$ cat src/rtl/flash_mode_pkg.sv
// Overview of operation
// - flash-protect high, mode0 high, mode1 low: boot mode, reset vector at boot area
// - outside boot mode the reset vector is the flash start address
// - both mode pins low: single-chip mode; program/erase only with flash-protect high
// - mode0 low, mode1 high: external extension; program/erase with flash-protect high
// - flash-protect high and entry bit set, mode pins not both high: interrupt entry in RAM, else flash
// - program/erase mode needs flash-protect high and software-set entry bit
// - program/erase refused in processor mode or with flash-protect low
// - during program/erase no instruction fetch from flash, only flash commands
// - boot mode exchanges programmer data over serial channel 1, clock-synchronous
// - port 8 bits 0 and 1 read mode pin levels; writes ignored
// - port 8 bits 2..7 read pin when direction 0, output latch when 1
// - port 8 data latch has no reset value
// - entry bit cleared on reset and on flash-protect falling edge
package flash_mode_pkg;

  typedef enum logic [2:0] {
    MODE_SINGLE,
    MODE_PROCESSOR,
    MODE_EXTENSION,
    MODE_BOOT,
    MODE_RESERVED
  } mode_e;

  localparam logic [31:0] ADDR_FLASH_CTRL = 32'h0080_0700;
  localparam logic [31:0] ADDR_MODE_STAT  = 32'h0080_0704;
  localparam logic [31:0] ADDR_PORT8_DATA = 32'h0080_0708;
  localparam logic [31:0] ADDR_PORT8_DIR  = 32'h0080_070c;

  localparam int          ENTRY_BIT       = 0;
  localparam int          STAT_EW_BIT     = 3;
  localparam int          STAT_BOOT_BIT   = 4;
  localparam logic [7:0]  PORT8_DIR_RST   = 8'h00;

  localparam logic [31:0] VEC_BOOT_RESET  = 32'h8000_0000;
  localparam logic [31:0] VEC_FLASH_RESET = 32'h0000_0000;
  localparam logic [31:0] VEC_EI_FLASH    = 32'h0000_0080;
  localparam logic [31:0] VEC_EI_RAM      = 32'h0080_4000;

  localparam logic [1:0]  RESP_OKAY       = 2'h0;
  localparam logic [1:0]  RESP_SLVERR     = 2'h2;

endpackage : flash_mode_pkg

$ cat src/rtl/mode_if.sv
`timescale 1ns/1ps
`default_nettype none
interface mode_if;
  import flash_mode_pkg::*;
  logic        fp;
  logic        mode_select_zero_pin;
  logic        mode_select_one_pin;
  logic        entry;
  mode_e       mode;
  logic        ew_enable;
  logic [31:0] reset_vec;
  logic [31:0] ei_vec;
  modport dec (input fp, mode_select_zero_pin, mode_select_one_pin, entry, output mode, ew_enable, reset_vec, ei_vec);
  modport ctl (output fp, mode_select_zero_pin, mode_select_one_pin, entry, input mode, ew_enable, reset_vec, ei_vec);
endinterface : mode_if
`default_nettype wire

$ cat src/rtl/flash_mode_ctrl.sv
// The AXI4-Lite interface to the registers is this design's own decision.
`timescale 1ns/1ps
`default_nettype none
module flash_mode_ctrl
  import flash_mode_pkg::*;
(
  input  wire logic        i_mclk,
  input  wire logic        i_rst,
  input  wire logic        i_flash_protect_pin,
  input  wire logic        i_mode_select_zero_pin,
  input  wire logic        i_mode_select_one_pin,
  input  wire logic [7:2]  i_port8_in,
  output logic [7:2]       o_port8_out,
  output logic [7:2]       o_port8_oe,
  output logic [2:0]       o_mode,
  output logic             o_flash_ew_enable,
  output logic             o_flash_exec_block,
  output logic             o_flash_entry,
  output logic             o_serial1_boot_sync,
  output logic [31:0]      o_reset_vector,
  output logic [31:0]      o_ei_vector,
  input  wire logic [31:0] i_axi_awaddr,
  input  wire logic        i_axi_awvalid,
  output logic             o_axi_awready,
  input  wire logic [31:0] i_axi_wdata,
  input  wire logic [3:0]  i_axi_wstrb,
  input  wire logic        i_axi_wvalid,
  output logic             o_axi_wready,
  output logic [1:0]       o_axi_bresp,
  output logic             o_axi_bvalid,
  input  wire logic        i_axi_bready,
  input  wire logic [31:0] i_axi_araddr,
  input  wire logic        i_axi_arvalid,
  output logic             o_axi_arready,
  output logic [31:0]      o_axi_rdata,
  output logic [1:0]       o_axi_rresp,
  output logic             o_axi_rvalid,
  input  wire logic        i_axi_rready
);

  logic        fp_prev_q;
  logic        entry_q;
  logic [7:2]  latch_q;
  logic [7:2]  dir_q;
  logic [7:0]  p8_rd;
  logic        aw_have_q;
  logic        w_have_q;
  logic [31:0] aw_addr_q;
  logic [31:0] w_data_q;
  logic        w_lane0_q;
  logic        wr_fire;
  logic        fp_fall;
  logic        wr_ctrl;
  logic        wr_p8;
  logic        wr_dir;

  mode_if mi ();

  assign mi.fp    = i_flash_protect_pin;
  assign mi.mode_select_zero_pin  = i_mode_select_zero_pin;
  assign mi.mode_select_one_pin  = i_mode_select_one_pin;
  assign mi.entry = entry_q;

  mode_decoder u_dec (
    .m (mi.dec)
  );

  // ----------------------------------------
  // flash entry bit
  // ----------------------------------------
  assign fp_fall = fp_prev_q && !i_flash_protect_pin;
  assign wr_fire = aw_have_q && w_have_q && !o_axi_bvalid;
  assign wr_ctrl = wr_fire && w_lane0_q && (aw_addr_q == ADDR_FLASH_CTRL);
  assign wr_p8   = wr_fire && w_lane0_q && (aw_addr_q == ADDR_PORT8_DATA);
  assign wr_dir  = wr_fire && w_lane0_q && (aw_addr_q == ADDR_PORT8_DIR);

  always_ff @(posedge i_mclk or posedge i_rst) begin
    if (i_rst) begin
      fp_prev_q <= 1'b0;
    end else begin
      fp_prev_q <= i_flash_protect_pin;
    end
  end

  always_ff @(posedge i_mclk or posedge i_rst) begin
    if (i_rst) begin
      entry_q <= 1'b0;
    end else if (fp_fall || !i_flash_protect_pin) begin
      entry_q <= 1'b0;
    end else if (wr_ctrl) begin
      entry_q <= w_data_q[ENTRY_BIT];
    end
  end

  // ----------------------------------------
  // mode outputs
  // ----------------------------------------
  always_ff @(posedge i_mclk or posedge i_rst) begin
    if (i_rst) begin
      o_mode              <= 3'h0;
      o_flash_ew_enable   <= 1'b0;
      o_flash_exec_block  <= 1'b0;
      o_flash_entry       <= 1'b0;
      o_serial1_boot_sync <= 1'b0;
      o_reset_vector      <= VEC_FLASH_RESET;
      o_ei_vector         <= VEC_EI_FLASH;
    end else begin
      o_mode              <= 3'(mi.mode);
      o_flash_ew_enable   <= mi.ew_enable;
      o_flash_exec_block  <= mi.ew_enable;
      o_flash_entry       <= entry_q;
      o_serial1_boot_sync <= (mi.mode == MODE_BOOT);
      o_reset_vector      <= mi.reset_vec;
      o_ei_vector         <= mi.ei_vec;
    end
  end

  // ----------------------------------------
  // port 8
  // ----------------------------------------
  always_ff @(posedge i_mclk) begin
    if (wr_p8) begin
      latch_q <= w_data_q[7:2];
    end
  end

  always_ff @(posedge i_mclk or posedge i_rst) begin
    if (i_rst) begin
      dir_q <= PORT8_DIR_RST[7:2];
    end else if (wr_dir) begin
      dir_q <= w_data_q[7:2];
    end
  end

  always_ff @(posedge i_mclk or posedge i_rst) begin
    if (i_rst) begin
      o_port8_out <= 6'h00;
      o_port8_oe  <= 6'h00;
    end else begin
      o_port8_out <= dir_q & latch_q;
      o_port8_oe  <= dir_q;
    end
  end

  assign p8_rd[0] = i_mode_select_zero_pin;
  assign p8_rd[1] = i_mode_select_one_pin;

  for (genvar b = 2; b < 8; b++) begin : g_p8
    assign p8_rd[b] = dir_q[b] ? latch_q[b] : i_port8_in[b];
  end

  // ----------------------------------------
  // axi write channel
  // ----------------------------------------
  always_ff @(posedge i_mclk or posedge i_rst) begin
    if (i_rst) begin
      o_axi_awready <= 1'b0;
      aw_have_q     <= 1'b0;
      aw_addr_q     <= 32'h0000_0000;
    end else if (i_axi_awvalid && o_axi_awready) begin
      o_axi_awready <= 1'b0;
      aw_have_q     <= 1'b1;
      aw_addr_q     <= i_axi_awaddr;
    end else if (wr_fire) begin
      aw_have_q     <= 1'b0;
    end else if (!aw_have_q && !o_axi_bvalid) begin
      o_axi_awready <= 1'b1;
    end
  end

  always_ff @(posedge i_mclk or posedge i_rst) begin
    if (i_rst) begin
      o_axi_wready <= 1'b0;
      w_have_q     <= 1'b0;
      w_data_q     <= 32'h0000_0000;
      w_lane0_q    <= 1'b0;
    end else if (i_axi_wvalid && o_axi_wready) begin
      o_axi_wready <= 1'b0;
      w_have_q     <= 1'b1;
      w_data_q     <= i_axi_wdata;
      w_lane0_q    <= i_axi_wstrb[0];
    end else if (wr_fire) begin
      w_have_q     <= 1'b0;
    end else if (!w_have_q && !o_axi_bvalid) begin
      o_axi_wready <= 1'b1;
    end
  end

  always_ff @(posedge i_mclk or posedge i_rst) begin
    if (i_rst) begin
      o_axi_bvalid <= 1'b0;
      o_axi_bresp  <= RESP_OKAY;
    end else if (wr_fire) begin
      o_axi_bvalid <= 1'b1;
      if (aw_addr_q == ADDR_FLASH_CTRL || aw_addr_q == ADDR_MODE_STAT ||
          aw_addr_q == ADDR_PORT8_DATA || aw_addr_q == ADDR_PORT8_DIR) begin
        o_axi_bresp <= RESP_OKAY;
      end else begin
        o_axi_bresp <= RESP_SLVERR;
      end
    end else if (i_axi_bready) begin
      o_axi_bvalid <= 1'b0;
    end
  end

  // ----------------------------------------
  // axi read channel
  // ----------------------------------------
  always_ff @(posedge i_mclk or posedge i_rst) begin
    if (i_rst) begin
      o_axi_arready <= 1'b0;
      o_axi_rvalid  <= 1'b0;
      o_axi_rdata   <= 32'h0000_0000;
      o_axi_rresp   <= RESP_OKAY;
    end else if (i_axi_arvalid && o_axi_arready) begin
      o_axi_arready <= 1'b0;
      o_axi_rvalid  <= 1'b1;
      o_axi_rresp   <= RESP_OKAY;
      o_axi_rdata   <= 32'h0000_0000;
      if (i_axi_araddr == ADDR_FLASH_CTRL) begin
        o_axi_rdata[ENTRY_BIT] <= entry_q;
      end else if (i_axi_araddr == ADDR_MODE_STAT) begin
        o_axi_rdata[2:0]           <= 3'(mi.mode);
        o_axi_rdata[STAT_EW_BIT]   <= mi.ew_enable;
        o_axi_rdata[STAT_BOOT_BIT] <= (mi.mode == MODE_BOOT);
      end else if (i_axi_araddr == ADDR_PORT8_DATA) begin
        o_axi_rdata[7:0] <= p8_rd;
      end else if (i_axi_araddr == ADDR_PORT8_DIR) begin
        o_axi_rdata[7:2] <= dir_q;
      end else begin
        o_axi_rresp <= RESP_SLVERR;
      end
    end else if (o_axi_rvalid) begin
      if (i_axi_rready) begin
        o_axi_rvalid <= 1'b0;
      end
    end else begin
      o_axi_arready <= 1'b1;
    end
  end

  // ----------------------------------------
  // assertions
  // ----------------------------------------
  AST_BOOT_VEC: assert property (@(posedge i_mclk) disable iff (i_rst)
    (i_flash_protect_pin && i_mode_select_zero_pin && !i_mode_select_one_pin)
    |=> (o_reset_vector == VEC_BOOT_RESET) && (o_mode == 3'(MODE_BOOT)))
    else $error("boot pins did not give boot reset vector");

  AST_FLASH_VEC: assert property (@(posedge i_mclk) disable iff (i_rst)
    (!i_mode_select_zero_pin || !i_flash_protect_pin)
    |=> (o_reset_vector == VEC_FLASH_RESET))
    else $error("reset vector not at flash start");

  AST_SINGLE: assert property (@(posedge i_mclk) disable iff (i_rst)
    (!i_mode_select_zero_pin && !i_mode_select_one_pin)
    |=> (o_mode == 3'(MODE_SINGLE)) && (o_flash_ew_enable == ($past(i_flash_protect_pin) &&
    $past(entry_q))))
    else $error("single-chip decode wrong");

  AST_EXTENSION: assert property (@(posedge i_mclk) disable iff (i_rst)
    (!i_mode_select_zero_pin && i_mode_select_one_pin) |=> (o_mode == 3'(MODE_EXTENSION)))
    else $error("external extension decode wrong");

  AST_EI_VEC: assert property (@(posedge i_mclk) disable iff (i_rst)
    ##1 o_ei_vector == (($past(i_flash_protect_pin) && $past(entry_q) &&
    !($past(i_mode_select_zero_pin) && $past(i_mode_select_one_pin))) ? VEC_EI_RAM : VEC_EI_FLASH))
    else $error("interrupt vector entry wrong");

  AST_EW_CAUSE: assert property (@(posedge i_mclk) disable iff (i_rst)
    $rose(o_flash_ew_enable) |-> $past(i_flash_protect_pin) && $past(entry_q))
    else $error("program/erase entered without cause");

  AST_EW_REFUSE: assert property (@(posedge i_mclk) disable iff (i_rst)
    (!i_flash_protect_pin ||
    (i_mode_select_zero_pin && !i_mode_select_one_pin && !i_flash_protect_pin))
    |=> !o_flash_ew_enable && !entry_q)
    else $error("program/erase not refused");

  AST_EXEC_BLOCK: assert property (@(posedge i_mclk) disable iff (i_rst)
    o_flash_ew_enable |-> o_flash_exec_block && o_flash_entry)
    else $error("flash fetch not blocked");

  AST_P8_MODE: assert property (@(posedge i_mclk) disable iff (i_rst)
    (i_axi_arvalid && o_axi_arready && i_axi_araddr == ADDR_PORT8_DATA)
    |=> o_axi_rvalid && o_axi_rdata[1:0] == {$past(i_mode_select_one_pin),
    $past(i_mode_select_zero_pin)})
    else $error("port 8 mode bits wrong");

  AST_ENTRY_CLR: assert property (@(posedge i_mclk) disable iff (i_rst)
    fp_fall |=> !entry_q ##1 !o_flash_entry)
    else $error("entry bit not cleared on protect fall");

  AST_RESERVED: assert property (@(posedge i_mclk) disable iff (i_rst)
    (i_mode_select_zero_pin && i_mode_select_one_pin)
    |=> (o_mode == 3'(MODE_RESERVED)) && !o_flash_ew_enable)
    else $error("reserved pins entered a mode");

  AST_PROCESSOR: assert property (@(posedge i_mclk) disable iff (i_rst)
    (!i_flash_protect_pin && i_mode_select_zero_pin && !i_mode_select_one_pin)
    |=> (o_mode == 3'(MODE_PROCESSOR)) && !o_flash_ew_enable)
    else $error("processor mode decode wrong");

  AST_BOOT_SERIAL: assert property (@(posedge i_mclk) disable iff (i_rst)
    (i_flash_protect_pin && i_mode_select_zero_pin && !i_mode_select_one_pin)
    |=> o_serial1_boot_sync)
    else $error("boot serial exchange not selected");

  AST_NO_SERIAL: assert property (@(posedge i_mclk) disable iff (i_rst)
    !(i_flash_protect_pin && i_mode_select_zero_pin && !i_mode_select_one_pin)
    |=> !o_serial1_boot_sync)
    else $error("boot serial exchange outside boot mode");

  AST_ENTRY_SET: assert property (@(posedge i_mclk) disable iff (i_rst)
    (wr_ctrl && w_data_q[ENTRY_BIT] && i_flash_protect_pin) |=> entry_q)
    else $error("entry bit write did not stick");

  AST_P8_PIN: assert property (@(posedge i_mclk) disable iff (i_rst)
    (i_axi_arvalid && o_axi_arready && i_axi_araddr == ADDR_PORT8_DATA)
    |=> ((o_axi_rdata[7:2] ^ $past(i_port8_in)) & ~$past(dir_q)) == 6'h00)
    else $error("port 8 input bits do not read the pins");

  AST_B_STANDS: assert property (@(posedge i_mclk) disable iff (i_rst)
    (o_axi_bvalid && !i_axi_bready) |=> o_axi_bvalid && $stable(o_axi_bresp))
    else $error("write response dropped before taken");

  AST_R_STANDS: assert property (@(posedge i_mclk) disable iff (i_rst)
    (o_axi_rvalid && !i_axi_rready)
    |=> o_axi_rvalid && $stable(o_axi_rdata) && $stable(o_axi_rresp))
    else $error("read data dropped before taken");

  AST_WR_REFUSE: assert property (@(posedge i_mclk) disable iff (i_rst)
    o_axi_bvalid |-> !o_axi_awready && !o_axi_wready)
    else $error("write accepted while response pending");

  AST_RD_REFUSE: assert property (@(posedge i_mclk) disable iff (i_rst)
    o_axi_rvalid |-> !o_axi_arready)
    else $error("read accepted while data pending");

  COV_EW_SINGLE: cover property (@(posedge i_mclk) disable iff (i_rst)
    o_flash_ew_enable && o_mode == 3'(MODE_SINGLE));
  COV_EW_BOOT: cover property (@(posedge i_mclk) disable iff (i_rst)
    o_flash_ew_enable && o_mode == 3'(MODE_BOOT));
  COV_FP_DROP: cover property (@(posedge i_mclk) disable iff (i_rst)
    o_flash_ew_enable ##1 fp_fall);
  COV_BAD_ADDR: cover property (@(posedge i_mclk) disable iff (i_rst)
    o_axi_bvalid && o_axi_bresp == RESP_SLVERR);

endmodule : flash_mode_ctrl
`default_nettype wire

$ cat src/rtl/mode_decoder.sv
`timescale 1ns/1ps
`default_nettype none
module mode_decoder
  import flash_mode_pkg::*;
(
  mode_if.dec m
);

  // ----------------------------------------
  // operating mode
  // ----------------------------------------
  always_comb begin
    if (m.mode_select_zero_pin && m.mode_select_one_pin) begin
      m.mode = MODE_RESERVED;
    end else if (m.mode_select_zero_pin && m.fp) begin
      m.mode = MODE_BOOT;
    end else if (m.mode_select_zero_pin) begin
      m.mode = MODE_PROCESSOR;
    end else if (m.mode_select_one_pin) begin
      m.mode = MODE_EXTENSION;
    end else begin
      m.mode = MODE_SINGLE;
    end
  end

  // ----------------------------------------
  // program/erase enable and vectors
  // ----------------------------------------
  always_comb begin
    case (m.mode)
      MODE_SINGLE, MODE_EXTENSION, MODE_BOOT: m.ew_enable = m.fp && m.entry;
      default:                                m.ew_enable = 1'b0;
    endcase
  end

  always_comb begin
    if (m.mode == MODE_BOOT) begin
      m.reset_vec = VEC_BOOT_RESET;
    end else begin
      m.reset_vec = VEC_FLASH_RESET;
    end
  end

  always_comb begin
    if (m.ew_enable) begin
      m.ei_vec = VEC_EI_RAM;
    end else begin
      m.ei_vec = VEC_EI_FLASH;
    end
  end

endmodule : mode_decoder
`default_nettype wire

$ cat config.mk
export PLATFORM = sky130hd
export DESIGN_NAME = flash_mode_ctrl
export DESIGN_NICKNAME = d
export VERILOG_FILES = /design/src/rtl/flash_mode_pkg.sv /design/src/rtl/mode_if.sv /design/src/rtl/flash_mode_ctrl.sv /design/src/rtl/mode_decoder.sv
export SDC_FILE = /design/constraint.sdc
export NUM_CORES = 1
export LEC_CHECK = 0
export BUFFER_PORTS_ARGS = -buffer_cell sky130_fd_sc_hd__clkbuf_2
export CORE_UTILIZATION = 48
export CTS_CLUSTER_DIAMETER = 120
export CTS_CLUSTER_SIZE = 30
export DETAILED_ROUTE_END_ITERATION = 8
export PLACE_DENSITY_LB_ADDON = 0.05
export SKIP_CTS_REPAIR_TIMING = 1
export SYNTH_ARGS = -nofsm -noshare
export SYNTH_HDL_FRONTEND = slang
export SYNTH_SLANG_ARGS = --single-unit
$ cat constraint.sdc
create_clock -name i_mclk -period 6.6 [get_ports i_mclk]
set_input_delay 0.33 -clock i_mclk [delete_from_list [all_inputs] [get_ports i_mclk]]
set_output_delay 0.33 -clock i_mclk [all_outputs]
set_load 0.05 [all_outputs]
==> out/results.ini <==
[logic_synthesis]
synth_top_family_by_area=buffers and inverters
syn_area_mm2=0.00417
synth_fa_ha_area_share_pct=0
synth_simple_gate_area_share_pct=10.1
ys_seq_area_share_pct=54.2
syn-mean-instance-area_um2=11.9
syn_inst=351
yosys.area_share.xor_xnor_pct=0
yosysWarnings=0
synth_compound_area_share_pct=5.13
synthMuxAreaShare_pct=12.9
synth_cell_types=32
ys_seq_elements=89

[cells_and_area]
num-fill-cells=788
drive_gt1_share_pct=40.4
antenna_cells=0
area_delta_synth_final_pct=14.9
utilization_pct=57.7
final_area_mm2=0.00479
ff_latch_area_mm2=0.00226
multi_input_comb_area_mm2=0.00150
mostFrequentLayoutCells=125 x clkbuf_2, 86 x conb_1, 82 x dfrtp_1
num-nets-final=594
layout_commonest_cell=clkbuf_2

[place]
place_area_mm2=0.00457
hpwlAfterDp_mm=5.52
io_buffers=125
dp_slack_ns=4.39
gp_congestion=0.724

[run_status]
outcome=finished, final reports clean

[floorplan]
die_height_um=95.2
core_mm2=0.00830
start_util_pct=50.2
row_count=33
num_io_pins=240
die_w_um=95.2
dieArea_mm2=0.00906

[timing]
fmax_mhz=455
tns_ns=0
slew_viol_final=0
slew_headroom_pct=31.8
fin_worst_skew_ns=0.0110
timing.final.crit_share_pct=33.3
hold_violations=0
rsz0062_at_grt=false
period_needed_ns=2.20
setup_viol=0
fin_ws_ns=4.40
tightest_slew_ns=1.02

[hold_path]
hold_class=in2reg

[critical_path]
slowest_stage=nor4_4
critPathKind=reg2reg
critPathLaunchType=flip-flop
crit_chain=nor4b_1 -> nand4_1 -> nor4_4 -> mux2_2
cp_max_fo=6
reg2reg_setup_slack_ns=4.40
critPathMaxStageDelay_ns=0.59
crit_required_ns=6.83
endpoint_kind=flip-flop
arrival_ns=2.43

[clocking]
cts_buffer_depth=2
clk-insertion-delay-late_ns=0.35
clock-sinks=89
tritoncts=yes
clk_pin_slew_ns=0.09
cts_root_buf=clkbuf_8
cts.htree.levels=3
cts_buffers=9

[routing]
drc=0
drt-total-wl_mm=7.25
num_vias=2657
drtPass1Iterations=4
drt_iter0_drc=75
via_per_inst=4.52
ant_nets=0
wl_per_cell_um=12.3

[power_and_ir_drop]
p_per_area_mw_per_mm2=350
peakVddDrop_mv=0.260
power.leakage_uw=0.00246

[grt]
grt_overflow_total=0
grt_max_degree=84
antenna_found_initial=0
grt_pass1_vias=2458
grt_pass1_wl_mm=11.6
grt_usage_pct=16.9

[flow_run]
cap_violations=0

kinds of logic after synthesis:
kind of cell | Yosys count
mux | 48
compound gates | 32
other cells | 1
simple gates | 76
buf+inv | 105
flops | 89
sequential cells by signal, summed over array words and instances, names as in the netlist, 2 cells and up:
register,cells
o_mode,3
o_port8_out,6
w_data_q,7
dir_q,6
o_axi_rdata,8
o_ei_vector,2
aw_addr_q,32
o_port8_oe,6
latch_q,6
through the flow:
stage	total power, uW	hold slack [ns]	std cells
floorplan	1220	0.374	436
global placement	1270	0.410	572
detailed placement	1290	0.417	572
CTS	1700	0.133	588
global route	1780	0.145	588
finish	1680	0.149	588
cells in the mapped netlist:
master     count  share of area, %
and4_1         2              0.42
mux2_2        47                13
o221ai_1       3              0.63
buf_4         90                16
a21oi_1        7              0.84
nand2_1       22               2.0
or3b_2         1              0.21
edfxtp_1       6               4.3
dfrtp_1       82                49
clkbuf_1       7              0.63
nor4b_1        6               1.3
a2bb2oi_1      1              0.21
and2_1         7               1.1
o31ai_1        8               1.4
nand4_1        2              0.30
o31a_1         1              0.21
nor4bb_1       1              0.24
inv_1          8              0.72
nand3b_1       2              0.36
conb_1         1             0.090
nor4_1         9               1.4
nor4_4         1              0.51
and3b_1        1              0.21
dfstp_2        1              0.63
nand3_1        2              0.24
a21o_1         1              0.18
nand2b_1       1              0.15
nor2b_1        2              0.30
mux2i_1        1              0.24
o21ai_0        6              0.72
nor2_1        17               1.5
o21a_1         5              0.90
final timing paths:
kind	start	depth (start not counted)	to
max	aw_addr_q[4]	4	dir_q[2]
min	i_axi_bready	2	o_axi_bvalid
max reg2reg	aw_addr_q[4]	4	dir_q[2]
min reg2reg	entry_q	0	o_flash_entry
max in group asynchronous	i_rst	3	o_axi_wready
min in group asynchronous	i_rst	3	o_flash_entry
metal layers:
| layer | GRT usage, % | routed length, um |
|---|---|---|
| met1 | 20.6 | 3000 |
| met3 | 4.39 | 565 |
| met2 | 28.3 | 3580 |
| met5 | 0 | 0 |
| met4 | 6.82 | 107 |
critical path, delay by kind of cell (launching register included):
family,cells,cell delay (ns)
flip-flops,1,0.39
multiplexers,1,0.39
AND/OR/NAND/NOR,3,1.31
where the power goes:
group	internal [uW]	switching (uW)
logic	180	293
registers	705	87.1
clock network	217	194
layout make-up:
cell class,instances,area share [%]
Clock inverter,7,2.06
Multi-Input combinational cell,242,31.3
Sequential cell,89,47.2
Timing Repair Buffer,128,13.5
Clock buffer,9,2.59
Tap cell,105,2.74
Inverter,8,0.653
(Power assumes the default switching activity.)
